==> config.mk <==
export PLATFORM = sky130hd
export DESIGN_NAME = mase_exec
export DESIGN_NICKNAME = d
export VERILOG_FILES = /design/src/inc/mase_pkg.sv /design/src/hw/mase_sub.sv /design/src/hw/mase_exec.sv
export VERILOG_INCLUDE_DIRS = /design/src /design/src/inc
export SDC_FILE = /design/constraint.sdc
export NUM_CORES = 1
export LEC_CHECK = 0
export BUFFER_PORTS_ARGS = -buffer_cell sky130_fd_sc_hd__buf_4
export CORE_MARGIN = 2
export CORE_UTILIZATION = 40
export CTS_CLUSTER_SIZE = 8
export DETAILED_ROUTE_END_ITERATION = 7
export PLACE_DENSITY = 0.62
export SLEW_MARGIN = 20
export SYNTH_ARGS = -nofsm -noshare
export SYNTH_HDL_FRONTEND = slang
export SYNTH_SLANG_ARGS = --single-unit
==> constraint.sdc <==
create_clock -name sys_clk_in -period 3.8 [get_ports sys_clk_in]
set_input_delay 0.76 -clock sys_clk_in [delete_from_list [all_inputs] [get_ports sys_clk_in]]
set_output_delay 0.76 -clock sys_clk_in [all_outputs]
set_load 0.005 [all_outputs]
==> src/inc/mase_defines.svh <==
`ifndef MASE_DEFINES_SVH
`define MASE_DEFINES_SVH
`define MASE_DATA_W 8
`define MASE_PROG_W 15
`define MASE_PC_W 12
`define MASE_ADDR_W 8
`define MASE_FILL_ONES 8'hFF
`define MASE_ONE 8'h01
`define MASE_ZERO 8'h00
`define MASE_FLAG_RESET 4'h0
`define MASE_FLAG_C 0
`define MASE_FLAG_AC 1
`define MASE_FLAG_Z 2
`define MASE_FLAG_OV 3
`endif

==> src/inc/mase_pkg.sv <==
package mase_pkg;
    typedef enum logic [3:0] {
        MASE_OP_NONE = 4'h0,
        MASE_OP_FILL = 4'h1,
        MASE_OP_BITSET = 4'h2,
        MASE_OP_INC_SKIP = 4'h3,
        MASE_OP_INC_SKIP_A = 4'h4,
        MASE_OP_SKIP_BIT_HIGH = 4'h5,
        MASE_OP_SUB_A = 4'h6,
        MASE_OP_SUB_M = 4'h7,
        MASE_OP_SUB_X = 4'h8,
        MASE_OP_SWAP = 4'h9,
        MASE_OP_SWAP_A = 4'hA,
        MASE_OP_SKIP_ZERO = 4'hB,
        MASE_OP_COPY_SKIP = 4'hC,
        MASE_OP_SKIP_BIT_LOW = 4'hD,
        MASE_OP_TAB_CUR = 4'hE,
        MASE_OP_TAB_LAST = 4'hF
    } mase_op_t;

    typedef enum logic [1:0] {
        MASE_XOP_NONE = 2'h0,
        MASE_XOP_XOR_A = 2'h1,
        MASE_XOP_XOR_M = 2'h2,
        MASE_XOP_XOR_X = 2'h3
    } mase_xop_t;

    typedef struct packed {
        logic valid;
        mase_op_t op;
        mase_xop_t xop;
        logic [2:0] bit_sel;
        logic [7:0] mem_addr;
        logic [7:0] mem_data;
        logic [7:0] literal;
    } mase_req_t;

    typedef struct packed {
        logic ov;
        logic z;
        logic ac;
        logic c;
    } mase_flags_t;

    typedef enum logic [1:0] {
        MASE_ST_RUN = 2'b01,
        MASE_ST_WAIT = 2'b10
    } mase_state_t;
endpackage : mase_pkg

==> src/hw/mase_sub.sv <==
`timescale 1ns/1ps
`default_nettype none
// 8-bit subtract with carry-as-not-borrow flags
module mase_sub (
    input wire logic [7:0] a_in, // Minuend
    input wire logic [7:0] b_in, // Subtrahend
    output logic [7:0] diff_out, // Difference
    output logic ov_out, // Signed overflow
    output logic ac_out, // Low nibble no-borrow
    output logic c_out // No-borrow
);
    logic [8:0] full;
    logic [4:0] low;
    assign full = {1'b0, a_in} - {1'b0, b_in};
    assign low = {1'b0, a_in[3:0]} - {1'b0, b_in[3:0]};
    assign diff_out = full[7:0];
    assign c_out = ~full[8];
    assign ac_out = ~low[4];
    assign ov_out = (a_in[7] ^ b_in[7]) & (a_in[7] ^ full[7]);
endmodule : mase_sub
`default_nettype wire

==> src/hw/mase_exec.sv <==
`timescale 1ns/1ps
`default_nettype none
`include "mase_defines.svh"
// What this block does
// RQ1: Fill-ones writes 8'hFF, flags untouched.
// RQ2: Bit-set forces selected bit only.
// RQ3: Increment memory, write back, skip on zero.
// RQ4: Increment into accumulator only, skip on zero.
// RQ5: Skip when selected bit is one.
// RQ6: Skip-type instructions take two cycles.
// RQ7: Subtract memory into accumulator, four flags.
// RQ8: Subtract, result to memory, four flags.
// RQ9: Subtract literal into accumulator, four flags.
// RQ10: Carry is not-borrow for subtraction.
// RQ11: Nibble swap in memory, no flags.
// RQ12: Nibble swap into accumulator, memory kept.
// RQ13: Skip when memory byte is zero.
// RQ14: Copy to accumulator, skip on zero.
// RQ15: Skip when selected bit is zero.
// RQ16: Current-page table fetch to memory, high register.
// RQ17: Final-page table fetch, same as current.
// RQ18: XOR into accumulator, zero flag only.
// RQ19: XOR into memory, zero flag only.
// RQ20: XOR literal into accumulator, zero flag only.
// RQ21: Non-skipping instructions other than table fetches finish in one cycle.
module mase_exec
    import mase_pkg::*;
#(
    parameter int PC_W = `MASE_PC_W,
    parameter int PROG_W = `MASE_PROG_W
) (
    input wire logic sys_clk_in, // System clock
    input wire logic rst_in, // Async reset, high
    input wire mase_req_t req_in, // Decoded instruction
    input wire logic [PC_W-1:0] pc_in, // Current program counter
    input wire logic [7:0] table_index_pointer_in, // Table pointer
    input wire logic [PROG_W-1:0] prog_data_in, // Program memory word
    output logic [PC_W-1:0] prog_addr_out, // Program memory address
    output logic prog_rd_out, // Program memory read pulse
    output logic mem_we_out, // Data memory write pulse
    output logic [7:0] mem_addr_out, // Data memory address
    output logic [7:0] mem_wdata_out, // Data memory write data
    output logic [7:0] acc_out, // Accumulator
    output var mase_flags_t flags_out, // Status flags
    output logic [PROG_W-9:0] table_read_high_reg_out, // Table high
    output logic skip_out, // Skip next instruction pulse
    output logic busy_out // Second cycle in progress
);
    mase_state_t state_q;
    logic [7:0] acc_q;
    mase_flags_t flags_q;
    logic [PROG_W-9:0] table_read_high_reg_q;
    logic we_q;
    logic [7:0] waddr_q;
    logic [7:0] wdata_q;
    logic skip_q;
    logic [PC_W-1:0] paddr_q;
    logic prd_q;
    logic [7:0] tab_addr_q;
    logic [7:0] sub_b;
    logic [7:0] sub_d;
    logic sub_ov;
    logic sub_ac;
    logic sub_c;
    logic [7:0] m;
    logic [7:0] inc_v;
    logic [7:0] xor_v;
    logic bit_v;
    logic go;

    function automatic logic [7:0] swap_nib(input logic [7:0] v);
        swap_nib = {v[3:0], v[7:4]};
    endfunction : swap_nib

    function automatic logic is_skip_op(input mase_op_t op);
        is_skip_op = (op == MASE_OP_INC_SKIP) || (op == MASE_OP_INC_SKIP_A)
            || (op == MASE_OP_SKIP_BIT_HIGH) || (op == MASE_OP_SKIP_ZERO)
            || (op == MASE_OP_COPY_SKIP) || (op == MASE_OP_SKIP_BIT_LOW);
    endfunction : is_skip_op

    assign m = req_in.mem_data;
    assign go = req_in.valid && (state_q == MASE_ST_RUN);
    assign inc_v = m + `MASE_ONE;
    assign xor_v = acc_q ^ (req_in.xop == MASE_XOP_XOR_X ? req_in.literal : m);
    assign bit_v = m[req_in.bit_sel];
    assign sub_b = (req_in.op == MASE_OP_SUB_X) ? req_in.literal : m;

    mase_sub u_sub (
        .a_in(acc_q),
        .b_in(sub_b),
        .diff_out(sub_d),
        .ov_out(sub_ov),
        .ac_out(sub_ac),
        .c_out(sub_c)
    );

    // Two-cycle sequencing for skips and table fetches
    always_ff @(posedge sys_clk_in or posedge rst_in) begin
        if (rst_in) begin
            state_q <= MASE_ST_RUN;
        end else begin
            case (state_q)
                MASE_ST_RUN: begin
                    if (go && req_in.xop == MASE_XOP_NONE
                        && (is_skip_op(req_in.op)
                        || req_in.op == MASE_OP_TAB_CUR
                        || req_in.op == MASE_OP_TAB_LAST)) begin
                        state_q <= MASE_ST_WAIT; // RQ6
                    end
                end
                MASE_ST_WAIT: state_q <= MASE_ST_RUN;
                default: state_q <= MASE_ST_RUN;
            endcase
        end
    end

    // Skip decision
    always_ff @(posedge sys_clk_in or posedge rst_in) begin
        if (rst_in) begin
            skip_q <= 1'b0;
        end else begin
            skip_q <= 1'b0;
            if (go && req_in.xop == MASE_XOP_NONE) begin
                case (req_in.op)
                    MASE_OP_INC_SKIP: skip_q <= (inc_v == `MASE_ZERO); // RQ3
                    MASE_OP_INC_SKIP_A: skip_q <= (inc_v == `MASE_ZERO); // RQ4
                    MASE_OP_SKIP_BIT_HIGH: skip_q <= bit_v; // RQ5
                    MASE_OP_SKIP_ZERO: skip_q <= (m == `MASE_ZERO); // RQ13
                    MASE_OP_COPY_SKIP: skip_q <= (m == `MASE_ZERO); // RQ14
                    MASE_OP_SKIP_BIT_LOW: skip_q <= ~bit_v; // RQ15
                    default: skip_q <= 1'b0;
                endcase
            end
        end
    end

    // Accumulator
    always_ff @(posedge sys_clk_in or posedge rst_in) begin
        if (rst_in) begin
            acc_q <= `MASE_ZERO;
        end else if (go && req_in.xop != MASE_XOP_NONE) begin
            if (req_in.xop != MASE_XOP_XOR_M) begin
                acc_q <= xor_v; // RQ18 RQ20
            end
        end else if (go) begin
            case (req_in.op)
                MASE_OP_INC_SKIP_A: acc_q <= inc_v; // RQ4
                MASE_OP_SUB_A: acc_q <= sub_d; // RQ7
                MASE_OP_SUB_X: acc_q <= sub_d; // RQ9
                MASE_OP_SWAP_A: acc_q <= swap_nib(m); // RQ12
                MASE_OP_COPY_SKIP: acc_q <= m; // RQ14
                default: acc_q <= acc_q;
            endcase
        end
    end

    // Status flags
    always_ff @(posedge sys_clk_in or posedge rst_in) begin
        if (rst_in) begin
            flags_q <= `MASE_FLAG_RESET;
        end else if (go && req_in.xop != MASE_XOP_NONE) begin
            flags_q.z <= (xor_v == `MASE_ZERO); // RQ18 RQ19 RQ20
        end else if (go && (req_in.op == MASE_OP_SUB_A
            || req_in.op == MASE_OP_SUB_M || req_in.op == MASE_OP_SUB_X)) begin
            flags_q.ov <= sub_ov; // RQ7 RQ8 RQ9
            flags_q.z <= (sub_d == `MASE_ZERO);
            flags_q.ac <= sub_ac;
            flags_q.c <= sub_c; // RQ10
        end
    end

    // Data memory write-back
    always_ff @(posedge sys_clk_in or posedge rst_in) begin
        if (rst_in) begin
            we_q <= 1'b0;
            waddr_q <= `MASE_ZERO;
            wdata_q <= `MASE_ZERO;
        end else begin
            we_q <= 1'b0;
            if (state_q == MASE_ST_WAIT && prd_q) begin
                we_q <= 1'b1; // RQ16 RQ17
                waddr_q <= tab_addr_q;
                wdata_q <= prog_data_in[7:0];
            end else if (go && req_in.xop == MASE_XOP_XOR_M) begin
                we_q <= 1'b1; // RQ19
                waddr_q <= req_in.mem_addr;
                wdata_q <= xor_v;
            end else if (go && req_in.xop == MASE_XOP_NONE) begin
                waddr_q <= req_in.mem_addr;
                case (req_in.op)
                    MASE_OP_FILL: begin
                        we_q <= 1'b1; // RQ1
                        wdata_q <= `MASE_FILL_ONES;
                    end
                    MASE_OP_BITSET: begin
                        we_q <= 1'b1; // RQ2
                        wdata_q <= m | (`MASE_ONE << req_in.bit_sel);
                    end
                    MASE_OP_INC_SKIP: begin
                        we_q <= 1'b1; // RQ3
                        wdata_q <= inc_v;
                    end
                    MASE_OP_SUB_M: begin
                        we_q <= 1'b1; // RQ8
                        wdata_q <= sub_d;
                    end
                    MASE_OP_SWAP: begin
                        we_q <= 1'b1; // RQ11
                        wdata_q <= swap_nib(m);
                    end
                    default: we_q <= 1'b0;
                endcase
            end
        end
    end

    // Table fetch address and high bits
    always_ff @(posedge sys_clk_in or posedge rst_in) begin
        if (rst_in) begin
            paddr_q <= '0;
            prd_q <= 1'b0;
            tab_addr_q <= `MASE_ZERO;
            table_read_high_reg_q <= '0;
        end else begin
            prd_q <= 1'b0;
            if (go && req_in.xop == MASE_XOP_NONE
                && req_in.op == MASE_OP_TAB_CUR) begin
                prd_q <= 1'b1; // RQ16
                paddr_q <= {pc_in[PC_W-1:8], table_index_pointer_in};
                tab_addr_q <= req_in.mem_addr;
            end else if (go && req_in.xop == MASE_XOP_NONE
                && req_in.op == MASE_OP_TAB_LAST) begin
                prd_q <= 1'b1; // RQ17
                paddr_q <= {{(PC_W-8){1'b1}}, table_index_pointer_in};
                tab_addr_q <= req_in.mem_addr;
            end
            if (state_q == MASE_ST_WAIT && prd_q) begin
                table_read_high_reg_q <= prog_data_in[PROG_W-1:8];
            end
        end
    end

    assign acc_out = acc_q;
    assign flags_out = flags_q;
    assign table_read_high_reg_out = table_read_high_reg_q;
    assign mem_we_out = we_q;
    assign mem_addr_out = waddr_q;
    assign mem_wdata_out = wdata_q;
    assign skip_out = skip_q;
    assign prog_addr_out = paddr_q;
    assign prog_rd_out = prd_q;
    // Wait bit of the one-hot state, straight from the flop
    assign busy_out = state_q[1]; // RQ6 RQ21
endmodule : mase_exec
`default_nettype wire

==> metrics <==
Peak VDD IR 0.000225 V; pin count of the biggest net entering global routing 39; drt wl/cell 17.5 um; worst slack at placement 208 ps; vias in the first global route 4,089; hold slack 479 ps; setup violators final 0; Post-Route WL 13.4 mm; crit end category flop; Critical Path AT 3520 ps; Die ar. 0.0114 mm2; highest-delay cell along the critical path or4_1; post-synth cell types 67; DR DRC count 0; Via Count 4,269; R2R Setup Slk 1230 ps; Fin. Hold Viols 0; drt pass-1 iters 5; HP Class flop to flop; proportion of layout cells with a drive suffix above 1 25.0%; crit path time final 3280 ps; Synth warnings 0; number of flops mapped to enable cells by yosys 0; Startpoint Class input port; hold_buf cts 0; Leak 0.00246 uW; total chip power 2230 uW; Routed Antenna Nets 0; row count 37; cell area after placement 0.00514 mm2; fin nets 706; post-DR vias/cell 5.60; Worst Setup SP req_in[31]; Detailed Place HPWL 10.0 mm; RePlAce Congestion 0.917; total power divided by cell area 418 mW/mm2; CTS sink cnt 60; cell accounting for the most synthesized area dfrtp_1; syn_area_per_cell 8.02 um2; Skew-Pair Late Insertion Delay 340 ps; H-tree depth 3; clk slew on worst S/H paths 70 ps; maxcap violations 0; Slew Viols, Final 0; area delta synth->final 26.2%; Async S/R FF share, synth 100%; Least-Margin Pin Slew 840 ps; Filler Cells Inserted 1,010; clk_skew 9.68 ps; most frequent cells in the layout buf_4, nand2_1, dfrtp_1, nor2_1; initial DRC count 341; Final WS setup 520 ps; crit path cell chain buf_4, nor4b_4, o21ai_0, ha_1, fa_1, nand2b_1, a21oi_1, o31a_1, nor3_1, or4_1, o31ai_1; first-pass GRT wire length 21.3 mm; worst min-delay path startpoint tab_addr_q[4]; final worst path period share 86.3%; top post-synthesis cells by area dfrtp_1, nand2_1, nor2_1, xnor2_1, ha_1; commonest non-fill, non-tap cell in the layout buf_4; initial antenna violation count 0; Post-Layout Inst Area 0.00533 mm2; post-CTS sizing 0; Main synth FF type dfrtp_1; Seq cells post-synth 60; Critical Path Fanout Max 19; syn nets 611; Die X 107 um; io pins 122; Req. time, crit path 4040 ps; worst r2r src acc_out[0]; CTS Buf Count 9; postcts setup bufs 0; crit-path max cell delay 510 ps; clk buf depth 2; Rel. slew slack 44.0%; critical path class input port to flop; final setup TNS 0 ps; RSZ-0062 raised after global routing false; Inserted Diodes 0; Yosys top cell area share 34.9%; initial core utilization 41.1%; I/O Buffers 113; Syn Inst Count 527; status complete, no violations; Max Freq 305 MHz; global route total overflow 0; GRT Total Usage 23.9%; Clock Root Buffer clkbuf_8; CTS tree built; height of the die 107 um; share of the yosys chip area belonging to registers 35.6%; Core ar. 0.0103 mm2; synthesized area 0.00423 mm2
==> final cells by class <==
| type | count | area [um2] | area share (%) |
|---|---|---|---|
| Clock buffer | 9 | 124 | 2.32 |
| Tap cell | 136 | 170 | 3.19 |
| Inverter | 15 | 57.6 | 1.08 |
| Timing Repair Buffer | 123 | 923 | 17.3 |
| Sequential cell | 60 | 1500 | 28.2 |
| Multi-Input combinational cell | 413 | 2490 | 46.7 |
| Clock inverter | 7 | 66.3 | 1.24 |
==> power breakdown <==
part	internal, uW	total [uW]	leakage [uW]	switching [uW]
sequential	752	830	0.000712	78.8
clock	300	578	0.0000992	277
combinational	392	824	0.00165	432
total	1440	2230	0.00246	788
==> worst max-delay path: cells and delay by family <==
kind | cells | cell delay [ps]
AO/OA/AOI/OAI | 4 | 800
adder cells (fa/ha/maj) | 2 | 600
AND/OR/NAND/NOR | 4 | 1170
buffers and inverters | 1 | 170
==> cells by family (layout without fill, tap and decap cells) <==
group                    count (synthesis)  in the layout  share of synthesized area (%)
flip-flops                              60             60                           35.6
AO/OA/AOI/OAI                          127            127                           20.1
multiplexers                            16             16                           4.38
AND/OR/NAND/NOR                        232            232                           25.2
XOR/XNOR                                25             25                           5.18
adder cells (fa/ha/maj)                 13             13                           4.03
buffers and inverters                   54            154                           5.59
==> state kept, by name, summed over array words and instances, names as in the netlist, 2 cells and up <==
signal and cells:
tab_addr_q 8, state_q 2, mem_wdata_out 8, mem_addr_out 8
prog_addr_out 12, acc_out 8, table_read_high_reg_out 7, flags_out 4
==> through the flow <==
stage / util (%) / cells
5_1_grt: 51.9 / 763
2_1_floorplan: - / 527
6_report: 51.9 / 763
3_3_place_gp: 50.0 / 747
4_1_cts: 51.9 / 763
3_5_place_dp: 50.0 / 747
==> cells in the mapped netlist, types with 3 or more instances <==
library cell / number
o21ai_0: 24
o211ai_1: 8
nand3_1: 9
nor4_1: 3
mux2i_1: 14
a32oi_1: 3
o2111ai_1: 3
a21oi_1: 24
nor3b_1: 4
dfrtp_1: 59
xnor2_1: 18
a211oi_1: 4
nand2_1: 119
o221ai_1: 3
a22oi_1: 8
buf_2: 14
o21a_1: 3
xor2_1: 7
o31ai_1: 5
or2_2: 3
nor2_1: 51
clkbuf_1: 20
a221oi_1: 5
a21o_1: 3
nand2b_1: 5
nor3_1: 10
inv_1: 13
a31oi_1: 15
nand3b_1: 7
ha_1: 12
==> per-layer routing <==
| metal | vias up | track usage, % | routed length [um] |
|---|---|---|---|
| met1 | 1998 | 32.0 | 5770 |
| met3 | 35 | 4.56 | 1030 |
| li1 | 2043 | - | - |
| met2 | 193 | 38.5 | 6160 |
| met5 | - | 0 | 0 |
| met4 | 0 | 8.53 | 415 |
==> path summary, 6_finish.rpt <==
| kind | endpoint | cells past startpoint |
|---|---|---|
| worst max-delay path | flags_out[2] | 11 |
| worst min-delay path | tab_addr_q[4] | 2 |
| worst max register to register | flags_out[2] | 9 |
| worst min register to register | tab_addr_q[4] | 2 |
| max in group asynchronous | flags_out[1] | 3 |
| min in group asynchronous | mem_addr_out[0] | 2 |
Power figures use the tool's default switching activity.
